## src/design/sac_pkg.sv

```systemverilog
// shared constants, pin carrier and state type of the converter control
package sac_pkg;
   localparam int DATA_W        = 16;
   localparam int FIFO_DEPTH    = 32;
   localparam int LEVEL_W       = $clog2(FIFO_DEPTH) + 1;
   localparam int CNT_W         = 16;
   localparam int CLK_PERIOD_NS = 4;
   localparam int SCLK_QTR_CYC  = 4;
   localparam int SERIAL_DATA_OUT_BIT     = 8;
   localparam int SCLK_BIT      = 9;
   localparam int FRAME_BIT     = 10;
   localparam int ERR_BIT       = 11;
   localparam int UPPER_LSB     = 12;
   localparam logic [3:0] LAST_BIT  = 4'hf;
   localparam logic [1:0] PH_RISE   = 2'h1;
   localparam logic [1:0] PH_HIGH   = 2'h2;
   localparam logic [1:0] PH_CHANGE = 2'h3;

   typedef struct packed {
      logic resetHi;
      logic powerDown;
      logic startN;
      logic csN;
      logic rdN;
      logic serSel;
      logic extClk;
      logic sclkInv;
      logic framePol;
      logic readMode;
      logic sclk;
   } sac_pins_t;

   localparam int PIN_W = $bits(sac_pins_t);
   // strobes and selects idle high
   localparam logic [PIN_W-1:0] PIN_RST = 11'h1c0;

   typedef enum logic [2:0] {
      ST_ACQUIRE,
      ST_WAIT_START,
      ST_CONVERT,
      ST_LOAD,
      ST_POWER_DOWN
   } sac_state_t;
endpackage

```

## src/design/sac_sync.sv

```systemverilog
// three-stage pin synchroniser with agreement filter
`timescale 1ns/1ns
module sac_sync #(
   parameter int           W       = 1,
   parameter logic [W-1:0] RST_VAL = '0
)(
   input  wire logic         clk,
   input  wire logic         rst_n,
   input  wire logic [W-1:0] d,
   output logic      [W-1:0] q
);
   logic [W-1:0] s1_r;
   logic [W-1:0] s2_r;
   logic [W-1:0] s3_r;

   always_ff @(posedge clk) begin
      if (!rst_n) begin
         s1_r <= RST_VAL;
         s2_r <= RST_VAL;
         s3_r <= RST_VAL;
      end else begin
         s1_r <= d;
         s2_r <= s1_r;
         s3_r <= s2_r;
      end
   end

   for (genvar i = 0; i < W; i++) begin : g_bit
      always_ff @(posedge clk) begin
         if (!rst_n) begin
            q[i] <= RST_VAL[i];
         end else if (s2_r[i] == s3_r[i]) begin
            q[i] <= s3_r[i];
         end
      end
   end
endmodule

```

## src/design/sac_fifo.sv

```systemverilog
// result buffer with valid/ready on both sides
`timescale 1ns/1ns
module sac_fifo #(
   parameter int W     = 16,
   parameter int DEPTH = 32,
   parameter int LW    = $clog2(DEPTH) + 1
)(
   input  wire logic          clk,
   input  wire logic          rst_n,
   input  wire logic          inValid,
   output logic               inReady,
   input  wire logic [W-1:0]  inData,
   output logic               outValid,
   input  wire logic          outReady,
   output logic      [W-1:0]  outData,
   output logic      [LW-1:0] level
);
   localparam int AW = $clog2(DEPTH);

   logic [W-1:0]  mem [DEPTH];
   logic [AW-1:0] wrPtr_r;
   logic [AW-1:0] rdPtr_r;
   logic [LW-1:0] level_r;
   logic          push;
   logic          pop;

   assign inReady  = (level_r != LW'(DEPTH));
   assign outValid = (level_r != '0);
   assign push     = inValid && inReady;
   assign pop      = outValid && outReady;
   assign outData  = mem[rdPtr_r];
   assign level    = level_r;

   always_ff @(posedge clk) begin
      if (push) begin
         mem[wrPtr_r] <= inData;
      end
   end

   always_ff @(posedge clk) begin
      if (!rst_n) begin
         wrPtr_r <= '0;
         rdPtr_r <= '0;
         level_r <= '0;
      end else begin
         if (push) begin
            wrPtr_r <= AW'(wrPtr_r + 1'b1);
         end
         if (pop) begin
            rdPtr_r <= AW'(rdPtr_r + 1'b1);
         end
         if (push && !pop) begin
            level_r <= LW'(level_r + 1'b1);
         end else if (pop && !push) begin
            level_r <= LW'(level_r - 1'b1);
         end
      end
   end
endmodule

```

## src/design/sac_adc_ctrl.sv

```systemverilog
// conversion sequencing and parallel/serial readout of the converter
`timescale 1ns/1ns
// Summary of operation
// - sclk pin drives out with internal clock
// - invert input picks serial data change edge
// - parallel mode: marker/error pins carry bits 10,11
// - bits 12 to 15 always outputs
// - internal clock: marker active during valid data
// - marker polarity follows its polarity input
// - unfinished external read at completion flags error
// - busy high from start until result loaded
// - drivers enabled only with select and read low, except serial clock, marker and error pins
// - external clock ignored unless select low
// - reset pin high aborts conversion
// - power-down finishes current conversion, then halts
// - start high at acquisition end: await fall
// - start low at acquisition end: convert now
// - external clock: change rise, valid fall; swappable
// - internal clock: data stable on both edges
// - result shifts out msb first
// - read mode picks during or after conversion
module sac_adc_ctrl #(
   parameter int ACQ_TIME_NS  = 2000,
   parameter int CONV_TIME_NS = 8000
)(
   input  wire logic                       clk,
   input  wire logic                       rst_n,
   input  sac_pkg::sac_pins_t              pinsIn,
   input  wire logic [sac_pkg::DATA_W-1:0] resultIn,
   output logic                            holdOut,
   output logic                            busy,
   output logic                            powerDownState,
   output logic      [sac_pkg::DATA_W-1:0] dataOut,
   output logic      [sac_pkg::DATA_W-1:0] dataOe
);
   localparam int P        = sac_pkg::CLK_PERIOD_NS;
   localparam int ACQ_RAW  = (ACQ_TIME_NS + P - 1) / P;
   localparam int CONV_RAW = (CONV_TIME_NS + P - 1) / P;
   localparam int ACQ_CYC  = (ACQ_RAW < 1) ? 1 : ACQ_RAW;
   localparam int CONV_CYC = (CONV_RAW < 1) ? 1 : CONV_RAW;
   localparam int CW       = sac_pkg::CNT_W;
   localparam int DW       = sac_pkg::DATA_W;
   localparam int LW       = sac_pkg::LEVEL_W;
   localparam logic [CW-1:0] ACQ_LAST  = CW'(ACQ_CYC - 1);
   localparam logic [CW-1:0] CONV_LAST = CW'(CONV_CYC - 1);
   localparam logic [CW-1:0] QTR_LAST  = CW'(sac_pkg::SCLK_QTR_CYC - 1);

   sac_pkg::sac_pins_t  pins;
   sac_pkg::sac_state_t state_r;
   logic [CW-1:0]       cnt_r;
   logic                abort;
   logic                startPrev_r;
   logic                startFall;
   logic                csPrev_r;
   logic                sclkPrev_r;
   logic                busy_r;
   logic                convStart;
   logic                acqEnd;
   logic                intMode;
   logic                extMode;
   logic                rdEn;
   logic                fifoInReady;
   logic                fifoOutValid;
   logic [DW-1:0]       fifoOutData;
   logic [LW-1:0]       fifoLevel;
   logic                shiftReady;
   logic                pop;
   logic [DW-1:0]       result_r;
   logic [DW-1:0]       shift_r;
   logic [3:0]          bitCnt_r;
   logic                intActive_r;
   logic                extActive_r;
   logic                errPulse_r;
   logic [CW-1:0]       qCnt_r;
   logic                qEn;
   logic [1:0]          phase_r;
   logic                sclkInt;
   logic                sclkGated;
   logic                sclkRise;
   logic                sclkFall;
   logic                updEdge;
   logic                csFall;
   logic                frameLvl;
   logic [DW-1:0]       dataOut_nxt;
   logic [DW-1:0]       dataOut_r;

   sac_sync #(
      .W       (sac_pkg::PIN_W),
      .RST_VAL (sac_pkg::PIN_RST)
   ) u_sync (
      .clk   (clk),
      .rst_n (rst_n),
      .d     (pinsIn),
      .q     (pins)
   );

   sac_fifo #(
      .W     (DW),
      .DEPTH (sac_pkg::FIFO_DEPTH),
      .LW    (LW)
   ) u_fifo (
      .clk      (clk),
      .rst_n    (rst_n && !abort),
      .inValid  (state_r == sac_pkg::ST_LOAD),
      .inReady  (fifoInReady),
      .inData   (resultIn),
      .outValid (fifoOutValid),
      .outReady (shiftReady),
      .outData  (fifoOutData),
      .level    (fifoLevel)
   );

   assign abort     = pins.resetHi;
   assign startFall = startPrev_r && !pins.startN;
   assign acqEnd    = (state_r == sac_pkg::ST_ACQUIRE) && (cnt_r == ACQ_LAST);
   assign intMode   = pins.serSel && !pins.extClk;
   assign extMode   = pins.serSel && pins.extClk;
   assign rdEn      = !pins.csN && !pins.rdN;
   assign shiftReady = !(intMode && intActive_r);
   assign pop       = fifoOutValid && shiftReady;
   assign convStart = fifoInReady && !pins.powerDown &&
                      ((acqEnd && !pins.startN) ||
                       ((state_r == sac_pkg::ST_WAIT_START) && startFall));

   always_ff @(posedge clk) begin
      if (!rst_n) begin
         startPrev_r <= 1'b1;
         csPrev_r    <= 1'b1;
         sclkPrev_r  <= 1'b0;
      end else begin
         startPrev_r <= pins.startN;
         csPrev_r    <= pins.csN;
         sclkPrev_r  <= sclkGated;
      end
   end

   // conversion sequencer
   always_ff @(posedge clk) begin
      if (!rst_n || abort) begin
         state_r <= sac_pkg::ST_ACQUIRE;
         cnt_r   <= '0;
      end else begin
         case (state_r)
            sac_pkg::ST_ACQUIRE: begin
               if (acqEnd) begin
                  cnt_r <= '0;
                  if (pins.powerDown) begin
                     state_r <= sac_pkg::ST_POWER_DOWN;
                  end else if (convStart) begin
                     state_r <= sac_pkg::ST_CONVERT;
                  end else begin
                     state_r <= sac_pkg::ST_WAIT_START;
                  end
               end else begin
                  cnt_r <= CW'(cnt_r + 1'b1);
               end
            end
            sac_pkg::ST_WAIT_START: begin
               if (pins.powerDown) begin
                  state_r <= sac_pkg::ST_POWER_DOWN;
               end else if (convStart) begin
                  state_r <= sac_pkg::ST_CONVERT;
               end
            end
            sac_pkg::ST_CONVERT: begin
               if (cnt_r == CONV_LAST) begin
                  cnt_r   <= '0;
                  state_r <= sac_pkg::ST_LOAD;
               end else begin
                  cnt_r <= CW'(cnt_r + 1'b1);
               end
            end
            sac_pkg::ST_LOAD: begin
               if (fifoInReady) begin
                  state_r <= sac_pkg::ST_ACQUIRE;
               end
            end
            sac_pkg::ST_POWER_DOWN: begin
               if (!pins.powerDown) begin
                  state_r <= sac_pkg::ST_ACQUIRE;
               end
            end
            default: begin
               state_r <= sac_pkg::ST_ACQUIRE;
               cnt_r   <= '0;
            end
         endcase
      end
   end

   // busy spans conversion until the shift register is loaded
   always_ff @(posedge clk) begin
      if (!rst_n || abort) begin
         busy_r <= 1'b0;
      end else if (convStart) begin
         busy_r <= 1'b1;
      end else if (pop && fifoLevel == LW'(1) &&
                   state_r != sac_pkg::ST_CONVERT &&
                   state_r != sac_pkg::ST_LOAD) begin
         busy_r <= 1'b0;
      end
   end

   // internal serial clock quarter-period divider
   always_ff @(posedge clk) begin
      if (!rst_n || !intActive_r) begin
         qCnt_r <= '0;
      end else if (qCnt_r == QTR_LAST) begin
         qCnt_r <= '0;
      end else begin
         qCnt_r <= CW'(qCnt_r + 1'b1);
      end
   end
   assign qEn = intActive_r && (qCnt_r == QTR_LAST);

   always_ff @(posedge clk) begin
      if (!rst_n || !intActive_r) begin
         phase_r <= '0;
      end else if (qEn) begin
         phase_r <= 2'(phase_r + 1'b1);
      end
   end
   // data changes mid-low, away from both edges
   assign sclkInt = (phase_r == sac_pkg::PH_RISE) ||
                    (phase_r == sac_pkg::PH_HIGH);

   // external clock seen only while selected
   assign sclkGated = pins.sclk && !pins.csN;
   assign sclkRise  = !pins.csN && sclkGated && !sclkPrev_r;
   assign sclkFall  = !pins.csN && !sclkGated && sclkPrev_r;
   assign updEdge   = pins.sclkInv ? sclkFall : sclkRise;
   assign csFall    = csPrev_r && !pins.csN;

   // result and shift register
   always_ff @(posedge clk) begin
      if (!rst_n || abort) begin
         result_r    <= '0;
         shift_r     <= '0;
         bitCnt_r    <= '0;
         intActive_r <= 1'b0;
         extActive_r <= 1'b0;
         errPulse_r  <= 1'b0;
      end else begin
         errPulse_r <= 1'b0;
         if (pop) begin
            result_r <= fifoOutData;
            shift_r  <= fifoOutData;
            bitCnt_r <= '0;
            if (extMode && extActive_r) begin
               extActive_r <= 1'b0;
               errPulse_r  <= 1'b1;
            end
            if (intMode && !pins.readMode) begin
               intActive_r <= 1'b1;
            end
         end else if (intMode && pins.readMode && convStart &&
                      !intActive_r) begin
            intActive_r <= 1'b1;
            shift_r     <= result_r;
            bitCnt_r    <= '0;
         end else if (intActive_r && qEn &&
                      phase_r == sac_pkg::PH_CHANGE) begin
            shift_r  <= {shift_r[DW-2:0], 1'b0};
            bitCnt_r <= 4'(bitCnt_r + 1'b1);
            if (bitCnt_r == sac_pkg::LAST_BIT) begin
               intActive_r <= 1'b0;
            end
         end else if (extMode && csFall) begin
            extActive_r <= 1'b1;
            bitCnt_r    <= '0;
         end else if (extMode && extActive_r && updEdge) begin
            shift_r  <= {shift_r[DW-2:0], pins.readMode};
            bitCnt_r <= 4'(bitCnt_r + 1'b1);
            if (bitCnt_r == sac_pkg::LAST_BIT) begin
               extActive_r <= 1'b0;
            end
         end
         if (!intMode) begin
            intActive_r <= 1'b0;
         end
      end
   end

   assign frameLvl = pins.framePol ? !intActive_r : intActive_r;

   // pin multiplexing between parallel and serial use
   always_comb begin
      dataOut_nxt = result_r;
      dataOe      = {DW{rdEn}};
      if (pins.serSel) begin
         dataOut_nxt                 = '0;
         dataOe                      = '0;
         dataOut_nxt[sac_pkg::SERIAL_DATA_OUT_BIT] = shift_r[DW-1];
         dataOe[sac_pkg::SERIAL_DATA_OUT_BIT]  = rdEn;
         dataOut_nxt[sac_pkg::SCLK_BIT]  = sclkInt ^ pins.sclkInv;
         dataOe[sac_pkg::SCLK_BIT]   = !pins.extClk;
         dataOut_nxt[sac_pkg::FRAME_BIT] = frameLvl;
         dataOe[sac_pkg::FRAME_BIT]  = 1'b1;
         dataOut_nxt[sac_pkg::ERR_BIT]   = errPulse_r;
         dataOe[sac_pkg::ERR_BIT]    = 1'b1;
         dataOut_nxt[DW-1:sac_pkg::UPPER_LSB] =
            result_r[DW-1:sac_pkg::UPPER_LSB];
         dataOe[DW-1:sac_pkg::UPPER_LSB] = {(DW-sac_pkg::UPPER_LSB){rdEn}};
      end
   end

   always_ff @(posedge clk) begin
      if (!rst_n) begin
         dataOut_r <= '0;
      end else begin
         dataOut_r <= dataOut_nxt;
      end
   end

   assign dataOut        = dataOut_r;
   assign busy           = busy_r;
   assign holdOut        = (state_r == sac_pkg::ST_CONVERT);
   assign powerDownState = (state_r == sac_pkg::ST_POWER_DOWN);

   property p_sclkDir;
      @(posedge clk) disable iff (!rst_n)
      pins.serSel |-> (dataOe[sac_pkg::SCLK_BIT] == !pins.extClk);
   endproperty
   a_sclkDir: assert property (p_sclkDir)
      else $error("serial clock direction wrong");

   property p_parBits;
      @(posedge clk) disable iff (!rst_n)
      !pins.serSel ##1 !pins.serSel |->
         dataOut[sac_pkg::ERR_BIT:sac_pkg::FRAME_BIT] ==
         $past(result_r[sac_pkg::ERR_BIT:sac_pkg::FRAME_BIT]);
   endproperty
   a_parBits: assert property (p_parBits)
      else $error("parallel bits 10/11 wrong");

   property p_upperOut;
      @(posedge clk) disable iff (!rst_n)
      rdEn |-> (&dataOe[DW-1:sac_pkg::UPPER_LSB]);
   endproperty
   a_upperOut: assert property (p_upperOut)
      else $error("upper data bits not driven");

   property p_rdGate;
      @(posedge clk) disable iff (!rst_n)
      dataOe[sac_pkg::SERIAL_DATA_OUT_BIT] |-> rdEn;
   endproperty
   a_rdGate: assert property (p_rdGate)
      else $error("output enabled without select and read");

   property p_rdErr;
      @(posedge clk) disable iff (!rst_n || abort)
      (extMode && extActive_r && pop) |=> errPulse_r ##1 !errPulse_r;
   endproperty
   a_rdErr: assert property (p_rdErr)
      else $error("read error pulse missing");

   property p_busyConv;
      @(posedge clk) disable iff (!rst_n)
      (state_r == sac_pkg::ST_CONVERT || state_r == sac_pkg::ST_LOAD)
         |-> busy_r;
   endproperty
   a_busyConv: assert property (p_busyConv)
      else $error("busy low during conversion");

   property p_abort;
      @(posedge clk) disable iff (!rst_n)
      abort |=> (state_r == sac_pkg::ST_ACQUIRE) && !busy_r && !holdOut;
   endproperty
   a_abort: assert property (p_abort)
      else $error("reset did not abort");

   property p_pwrDown;
      @(posedge clk) disable iff (!rst_n || abort)
      (state_r == sac_pkg::ST_WAIT_START && pins.powerDown) |=>
         powerDownState;
   endproperty
   a_pwrDown: assert property (p_pwrDown)
      else $error("power-down not entered");

   property p_waitEdge;
      @(posedge clk) disable iff (!rst_n || abort)
      (state_r == sac_pkg::ST_WAIT_START && !startFall) |=> !holdOut;
   endproperty
   a_waitEdge: assert property (p_waitEdge)
      else $error("conversion without start edge");

   property p_startNow;
      @(posedge clk) disable iff (!rst_n || abort)
      (acqEnd && !pins.startN && fifoInReady && !pins.powerDown) |=>
         holdOut && busy_r;
   endproperty
   a_startNow: assert property (p_startNow)
      else $error("immediate start missed");

   property p_frame;
      @(posedge clk) disable iff (!rst_n)
      intMode |-> (dataOut_nxt[sac_pkg::FRAME_BIT] ==
                   (intActive_r ^ pins.framePol));
   endproperty
   a_frame: assert property (p_frame)
      else $error("frame marker level wrong");
endmodule

```

## config.mk

```make
export PLATFORM = sky130hd
export DESIGN_NAME = sac_adc_ctrl
export DESIGN_NICKNAME = d
export VERILOG_FILES = /design/src/design/sac_pkg.sv /design/src/design/sac_sync.sv /design/src/design/sac_fifo.sv /design/src/design/sac_adc_ctrl.sv
export SDC_FILE = /design/constraint.sdc
export NUM_CORES = 1
export LEC_CHECK = 0
export BUFFER_PORTS_ARGS = -buffer_cell sky130_fd_sc_hd__buf_2
export CAP_MARGIN = 25
export CORE_ASPECT_RATIO = 0.5
export CORE_MARGIN = 5
export CORE_UTILIZATION = 50
export CTS_CLUSTER_SIZE = 12
export DETAILED_ROUTE_END_ITERATION = 16
export PLACE_DENSITY = 0.66
export SLEW_MARGIN = 20
export SYNTH_ARGS = -nofsm -noshare
export SYNTH_HDL_FRONTEND = slang
export SYNTH_HIERARCHICAL = 1
export SYNTH_SLANG_ARGS = --single-unit
export TNS_END_PERCENT = 10
```

## constraint.sdc

```tcl
create_clock -name clk -period 3.3 [get_ports clk]
set_input_delay 0.165 -clock clk [delete_from_list [all_inputs] [get_ports clk]]
set_output_delay 0.165 -clock clk [all_outputs]
set_load 0.005 [all_outputs]
```

Yosys cells after proc, flatten, opt, wreduce, memory -nomap -nowiden
Memory sizes are Yosys's and may differ from the RTL's. A register that Yosys moved wholly into a read port is not among the register bits.
Cells that the tools add are included.
{"block": "totals", "input_bits": 29, "word_cells": 198, "mem_count": 1, "output_inout_bits": 35, "ramBits": 512, "ff_bits": 156}
{"block": "classes", "mux": 44, "reduce_logical": 72, "bitwise": 4, "n_eq_ne": 36, "n_addsub": 8}
{"name": "u_fifo.mem", "depth": 32, "width": 16, "read_ports": 1, "rd_clocked_by_memory_dff": 1, "wr": 1, "line_no": "sac_fifo.sv:20", "rtl": "logic [W-1:0] mem [DEPTH];"}
{"operator": "16-bit two-way mux", "count": 7}
{"operator": "16-bit one-hot mux with 3 select lines", "count": 1}
{"operator": "1-bit logical AND", "count": 34}
{"operator": "16-bit by 1-bit adder with 16-bit output (second input constant)", "count": 2}
{"operator": "12-bit two-way mux", "count": 2}
{"operator": "3-bit two-way mux", "count": 7}
{"operator": "1-bit two-way mux", "count": 18}
{"operator": "16-bit by 11-bit equality test with 1-bit output (second input constant)", "count": 1}
{"operator": "16-bit by 2-bit equality test with 1-bit output (second input constant)", "count": 1}
{"operator": "16-bit by 9-bit equality test with 1-bit output (second input constant)", "count": 1}
{"operator": "3-bit one-hot mux with 5 select lines", "count": 1}
{"operator": "3-bit nonzero test", "count": 5}
{"operator": "1-bit logical NOT", "count": 14}
{"operator": "4-bit two-way mux", "count": 3}
{"operator": "6-bit two-way mux", "count": 2}
{"operator": "1-bit equality test", "count": 11}
{"operator": "5-bit by 1-bit adder with 5-bit output (second input constant)", "count": 2}
{"operator": "5-bit two-way mux", "count": 2}
{"operator": "2-bit inequality test (second input constant)", "count": 5}
{"operator": "5-bit AND reduction", "count": 2}
{"operator": "3-bit by 2-bit inequality test with 1-bit output (second input constant)", "count": 3}
{"operator": "2-bit OR reduction", "count": 4}
{"operator": "6-bit by 1-bit adder with 6-bit output (second input constant)", "count": 1}
{"operator": "3-bit by 2-bit equality test with 1-bit output (second input constant)", "count": 2}
{"operator": "other kinds (23)", "count": 33}

Depth between registers and ports, before layout
{"block": "depth", "word_depth": 12, "ltp_mapped": 11, "depth_no_buf": 9}

Modules after synthesis
Netlist, hierarchy kept.
{"mod": "sac_fifo", "area_each_um2": 20671.1, "seq_area_each_um2": 15795.1, "cells_per_inst": 1067, "instances": 1}
{"mod": "sac_adc_ctrl", "area_each_um2": 4556.9, "seq_area_each_um2": 1921.8, "cells_per_inst": 520, "instances": 1}
{"mod": "sac_sync", "area_each_um2": 1303.8, "seq_area_each_um2": 880.8, "cells_per_inst": 114, "instances": 1}

Least setup slack after synthesis
No wires, ideal clock.
{"block": "synth_path", "path_kind": "flip-flop to flip-flop", "start": "register u_fifo.level_r[0] (netlist: u_fifo/level[0])", "end": "register u_fifo.level_r[5] (netlist: u_fifo/level[5])", "period_less_slack_ps": 2798, "t_arrival_ps": 2726, "setup_time_ps": 72, "t_required_ps": 3228, "path_stages_with_launch": 12, "path_buffers": 2, "slack_ps": 502, "cell_sequence": "dfxtp_1 or4_4 buf_6 o31a_1 buf_6 ha_1 inv_1 ha_1 a211oi_1 nor2_1 o211ai_1 mux2i_1"}
{"block": "synth_between", "elab_chain_len": 5, "elab_cells_between_ends": 13, "classes_between": "add/sub (2); eq/ne (1); mux (2); reduce/logical (8)"}
{"element": "from (decl)", "line_no": "sac_fifo.sv:23", "rtl": "logic [LW-1:0] level_r;"}
{"element": "from (signal assigned)", "line_no": "sac_fifo.sv:53", "rtl": "level_r <= LW'(level_r + 1'b1);"}
{"element": "from (signal assigned)", "line_no": "sac_fifo.sv:55", "rtl": "level_r <= LW'(level_r - 1'b1);"}
{"element": "6-bit inequality test (*)", "line_no": "sac_fifo.sv:27", "rtl": "assign inReady = (level_r != LW'(DEPTH));"}
{"element": "1-bit logical AND (*)", "line_no": "sac_fifo.sv:29", "rtl": "assign push = inValid && inReady;"}
{"element": "via u_fifo.push", "line_no": "sac_fifo.sv:24", "rtl": "logic push;"}
{"element": "1-bit logical NOT", "line_no": "sac_fifo.sv:54", "rtl": "end else if (pop && !push) begin"}
{"element": "1-bit logical AND", "line_no": "sac_fifo.sv:54"}
{"element": "2-bit nonzero test (no source line)"}
The timed path passes the listed nets; every way through them passes the cells marked *. The select of a mux whose other input is x is not followed.
A chain may end at the register's enable or synchronous reset.

Worst setup path after layout
{"block": "layout_path", "start": "register u_fifo.level_r[0] (netlist: u_fifo/level[0])", "end": "register u_fifo.level_r[5] (netlist: u_fifo/level[5])"}
{"block": "layout_between", "elab_chain_len": 5, "elab_cells_between_ends": 13, "classes_between": "add/sub (2); eq/ne (1); mux (2); reduce/logical (8)"}
{"element": "parallel branches: the longest is 5 deep, another holds 6-bit by 1-bit subtractor with 6-bit output"}
Several ways; the timed one is not identified. The select of a mux whose other input is x is not followed.

==> insert_results.sql <==
INSERT INTO impl_metrics (metric_group, metric, value, unit) VALUES
('status', 'outcome', 'completed', ''),
('critical_path', 'arrival', '3500', 'ps'),
('grt', 'pin_count_of_the_biggest_net_entering_global_routing', '58', ''),
('route', 'drtPass1Iterations', '5', ''),
('grt', 'grt-busiest-layer', 'met2', ''),
('critical_path', 'rrSetupSlack', '300', 'ps'),
('clock_network', 'cts.htree.levels', '3', ''),
('final_layout', 'p_r_area_growth_vs_syn', '12.76', '%'),
('grt', 'grt_util_all_layers', '20.87', '%'),
('critical_path', 'critical_path_class', 'flop to flop', ''),
('critical_path', 'timing.rr.end', 'u_fifo/level[5]', ''),
('synth', 'register_bit_total_from_synthesis', '673', ''),
('synth', 'postSynthNetCount', '1745', ''),
('sta', 'worst-slew-pin-transition', '864.7', 'ps'),
('sta', 'fin_hold_ws', '108.1', 'ps'),
('die', 'die-width', '335.8', 'um'),
('synth', 'synth_area_leader_cell', 'edfxtp_1', ''),
('critical_path', 'critPathBufInv', '1', ''),
('grt', 'grt.met1_usage', '30.00', '%'),
('power', 'net-switching-power', '5.143', 'mW'),
('synth', 'yosysSeqAreaShare', '70.10', '%'),
('grt', 'number_of_antenna_violations_at_the_first_check_in_global_routing', '1', ''),
('clock_network', 'tritoncts', 'done', ''),
('clock_network', 'clkSinkCount', '673', ''),
('power', 'power.static_leakage', '9.648', 'nW'),
('min_path', 'timing.hold.worst.start', 'rst_n', ''),
('power', 'power.clock.fraction', '34.8', '%'),
('clock_network', 'clk_path_buf_depth', '3', ''),
('placement', 'post_dp_cell_area', '0.02789', 'mm^2'),
('sta', 'drv_slew', '0', ''),
('critical_path', 'timing.critical_path.slowest_stage_cell', 'or4_4', ''),
('die', 'die_height', '172.9', 'um'),
('sta', 'number_of_failing_setup_endpoints_in_the_final_timing_report', '0', ''),
('critical_path', 'critical_path.startpoint_type', 'flop', ''),
('critical_path', 'worstPathMaxFanout', '6', ''),
('synth', 'post-synth-top-area-fraction', '57.95', '%'),
('sta', 'period_share', '90.85', '%'),
('final_layout', 'drive_gt1_share', '16.68', '%'),
('route', 'drt_drc_violations_left', '0', ''),
('critical_path', 'timing.critical_path.from', 'u_fifo/level[0]', ''),
('power', 'power.share.sequential', '49.2', '%'),
('synth', 'synthesized_area', '0.02653', 'mm^2'),
('power', 'p_sw_share', '26.02', '%'),
('placement', 'portBuffers', '63', ''),
('die', 'floorplan.core_area', '0.05227', 'mm^2'),
('clock_network', 'cts_made_buffers', '67', ''),
('sta', 'relSlewSlack', '42.35', '%'),
('synth', 'synth_enable_flop_cells', '512', ''),
('synth', 'post-synth-top-count-cell', 'edfxtp_1', ''),
('critical_path', 'cp-endpoint', 'u_fifo/level[5]', ''),
('critical_path', 'slowest_delay', '610', 'ps'),
('clock_network', 'cts_repair_resize_count', '0', ''),
('synth', 'synth_top_flop_cell', 'edfxtp_1', ''),
('synth', 'asyncSetResetFlopFracSynth', '0', '%'),
('route', 'drtAntennaViolNets', '0', ''),
('route', 'dr.first_iter.drc_count', '1405', ''),
('sta', 'rsz0062_at_grt', 'false', ''),
('critical_path', 'timing.critical_path.max_delay_family', 'simple AND/OR/NAND/NOR gates', ''),
('critical_path', 'cpMostUsedCell', 'ha_1', ''),
('final_layout', 'finish.net_count', '1859', ''),
('grt', 'first_pass_grt_wire_length', '91.61', 'mm'),
('power', 'power_report.internal_total', '14.62', 'mW'),
('critical_path', 'crit_cells', '9', ''),
('power', 'power.density', '660.7', 'mW/mm^2'),
('critical_path', 'worst-endpoint-required', '3810', 'ps'),
('placement', 'place_congestion', '0.8449', ''),
('route', 'num_vias', '15170', ''),
('die', 'start_util', '50.76', '%'),
('sta', 'final.setup_skew', '21.61', 'ps'),
('grt', 'use_met3', '6.186', '%'),
('sta', 'report.final.hold_viol_count', '0', '');
[metal layers]
metal | vias to the layer above | share of wire, % | wire length (um)
li1 | 6863 | - | -
met1 | 7739 | 44 | 27030
met2 | 484 | 45 | 27850
met3 | 85 | 8.8 | 5377
met4 | 2 | 1.9 | 1143
met5 | - | 0.021 | 13
[registers in the layout, indices dropped and copies added, names as in the netlist, 11 cells and up, named ones only]
register,flops
u_fifo/mem,512
cnt_r,16
dataOut,16
qCnt_r,16
result_r,16
shift_r,16
u_sync/q,11
u_sync/s1_r,11
u_sync/s2_r,11
u_sync/s3_r,11
[worst register-to-register path, delay by kind of cell, from the launching register on]
family	cells	cell delay (ps)
mux	1	200
flops	1	380
fa+ha+maj	2	680
compound gates	3	570
simple gates	2	960
buf+inv	1	150
[worst min-delay path by stage]
stage                      to  slack (ps)  cells after the start
2_1_floorplan  u_sync/s1_r[7]         240                      1
5_1_grt        u_sync/s3_r[6]         130                      3
3_3_place_gp   u_sync/s1_r[8]         350                      2
4_1_cts        u_sync/s2_r[6]          90                      3
6_report       u_sync/s2_r[6]         110                      3
3_5_place_dp   u_sync/s1_r[8]         350                      2
[cell usage in the layout (no fill, tap or decap), types with 7 or more instances in the layout]
| cell type | n |
|---|---|
| o221a_1 | 14 |
| nor2b_1 | 13 |
| nand3b_1 | 7 |
| o21ai_0 | 27 |
| ha_1 | 14 |
| nor3_1 | 12 |
| dlygate4sd3_1 | 11 |
| a22oi_1 | 96 |
| edfxtp_1 | 512 |
| inv_1 | 13 |
| buf_4 | 69 |
| clkbuf_16 | 68 |
| mux4_2 | 64 |
| clkbuf_1 | 28 |
| buf_2 | 63 |
| nor2_1 | 70 |
| nand2_1 | 88 |
| or3_1 | 9 |
| o22ai_1 | 9 |
| nand2b_1 | 19 |
| a21oi_1 | 38 |
| dfxtp_1 | 159 |
| o21ai_1 | 18 |
| xnor2_1 | 20 |
| mux2i_1 | 137 |
| and2_1 | 56 |
| nand4_1 | 24 |
| o211a_1 | 19 |
| nand3_1 | 47 |
[cell families after synthesis]
kind of cell	count (synthesis)	share of synthesized area [%]
flops	673	70.10
buf+inv	119	2.155
mux	202	10.64
simple gates	390	7.824
xor+xnor	24	0.7923
fa+ha+maj	15	0.7357
compound gates	278	7.753
[layout make-up]
class | instances | area [um^2]
Antenna cell | 2 | 5.005
Timing Repair Buffer | 150 | 1079
Sequential cell | 673 | 18610
Fill cell | 4001 | 22350
Inverter | 14 | 52.55
Multi-Input combinational cell | 909 | 7383
Tap cell | 701 | 877.1
Clock inverter | 9 | 81.33
Clock buffer | 98 | 1834
[metrics by stage]
step / worst slack [ps] / util [%] / instances / power [mW]
floorplan: 502.3 / - / 1701 / 11.92
global placement: 378.6 / 53.33 / 2435 / 13.03
detailed placement: 331.9 / 53.36 / 2436 / 13.05
CTS: 318.5 / 57.23 / 2554 / 19.91
global route: 66.56 / 57.23 / 2554 / 20.58
finish: 302.0 / 57.24 / 2556 / 19.77
[power by group through the flow]
stage	combinational (mW)	sequential [mW]	clock [mW]
detailed placement	3.13	9.91	0
CTS	3.16	9.74	7.02
floorplan	2.21	9.71	0
global route	3.42	9.77	7.39
finish	3.17	9.73	6.87
global placement	3.12	9.91	0
[what timing repair did]
item,4_1_cts,5_1_grt
setup buffers,0,0
endpoints found under the hold margin,11,0
hold buffers,11,0
(Power assumes the default switching activity.)
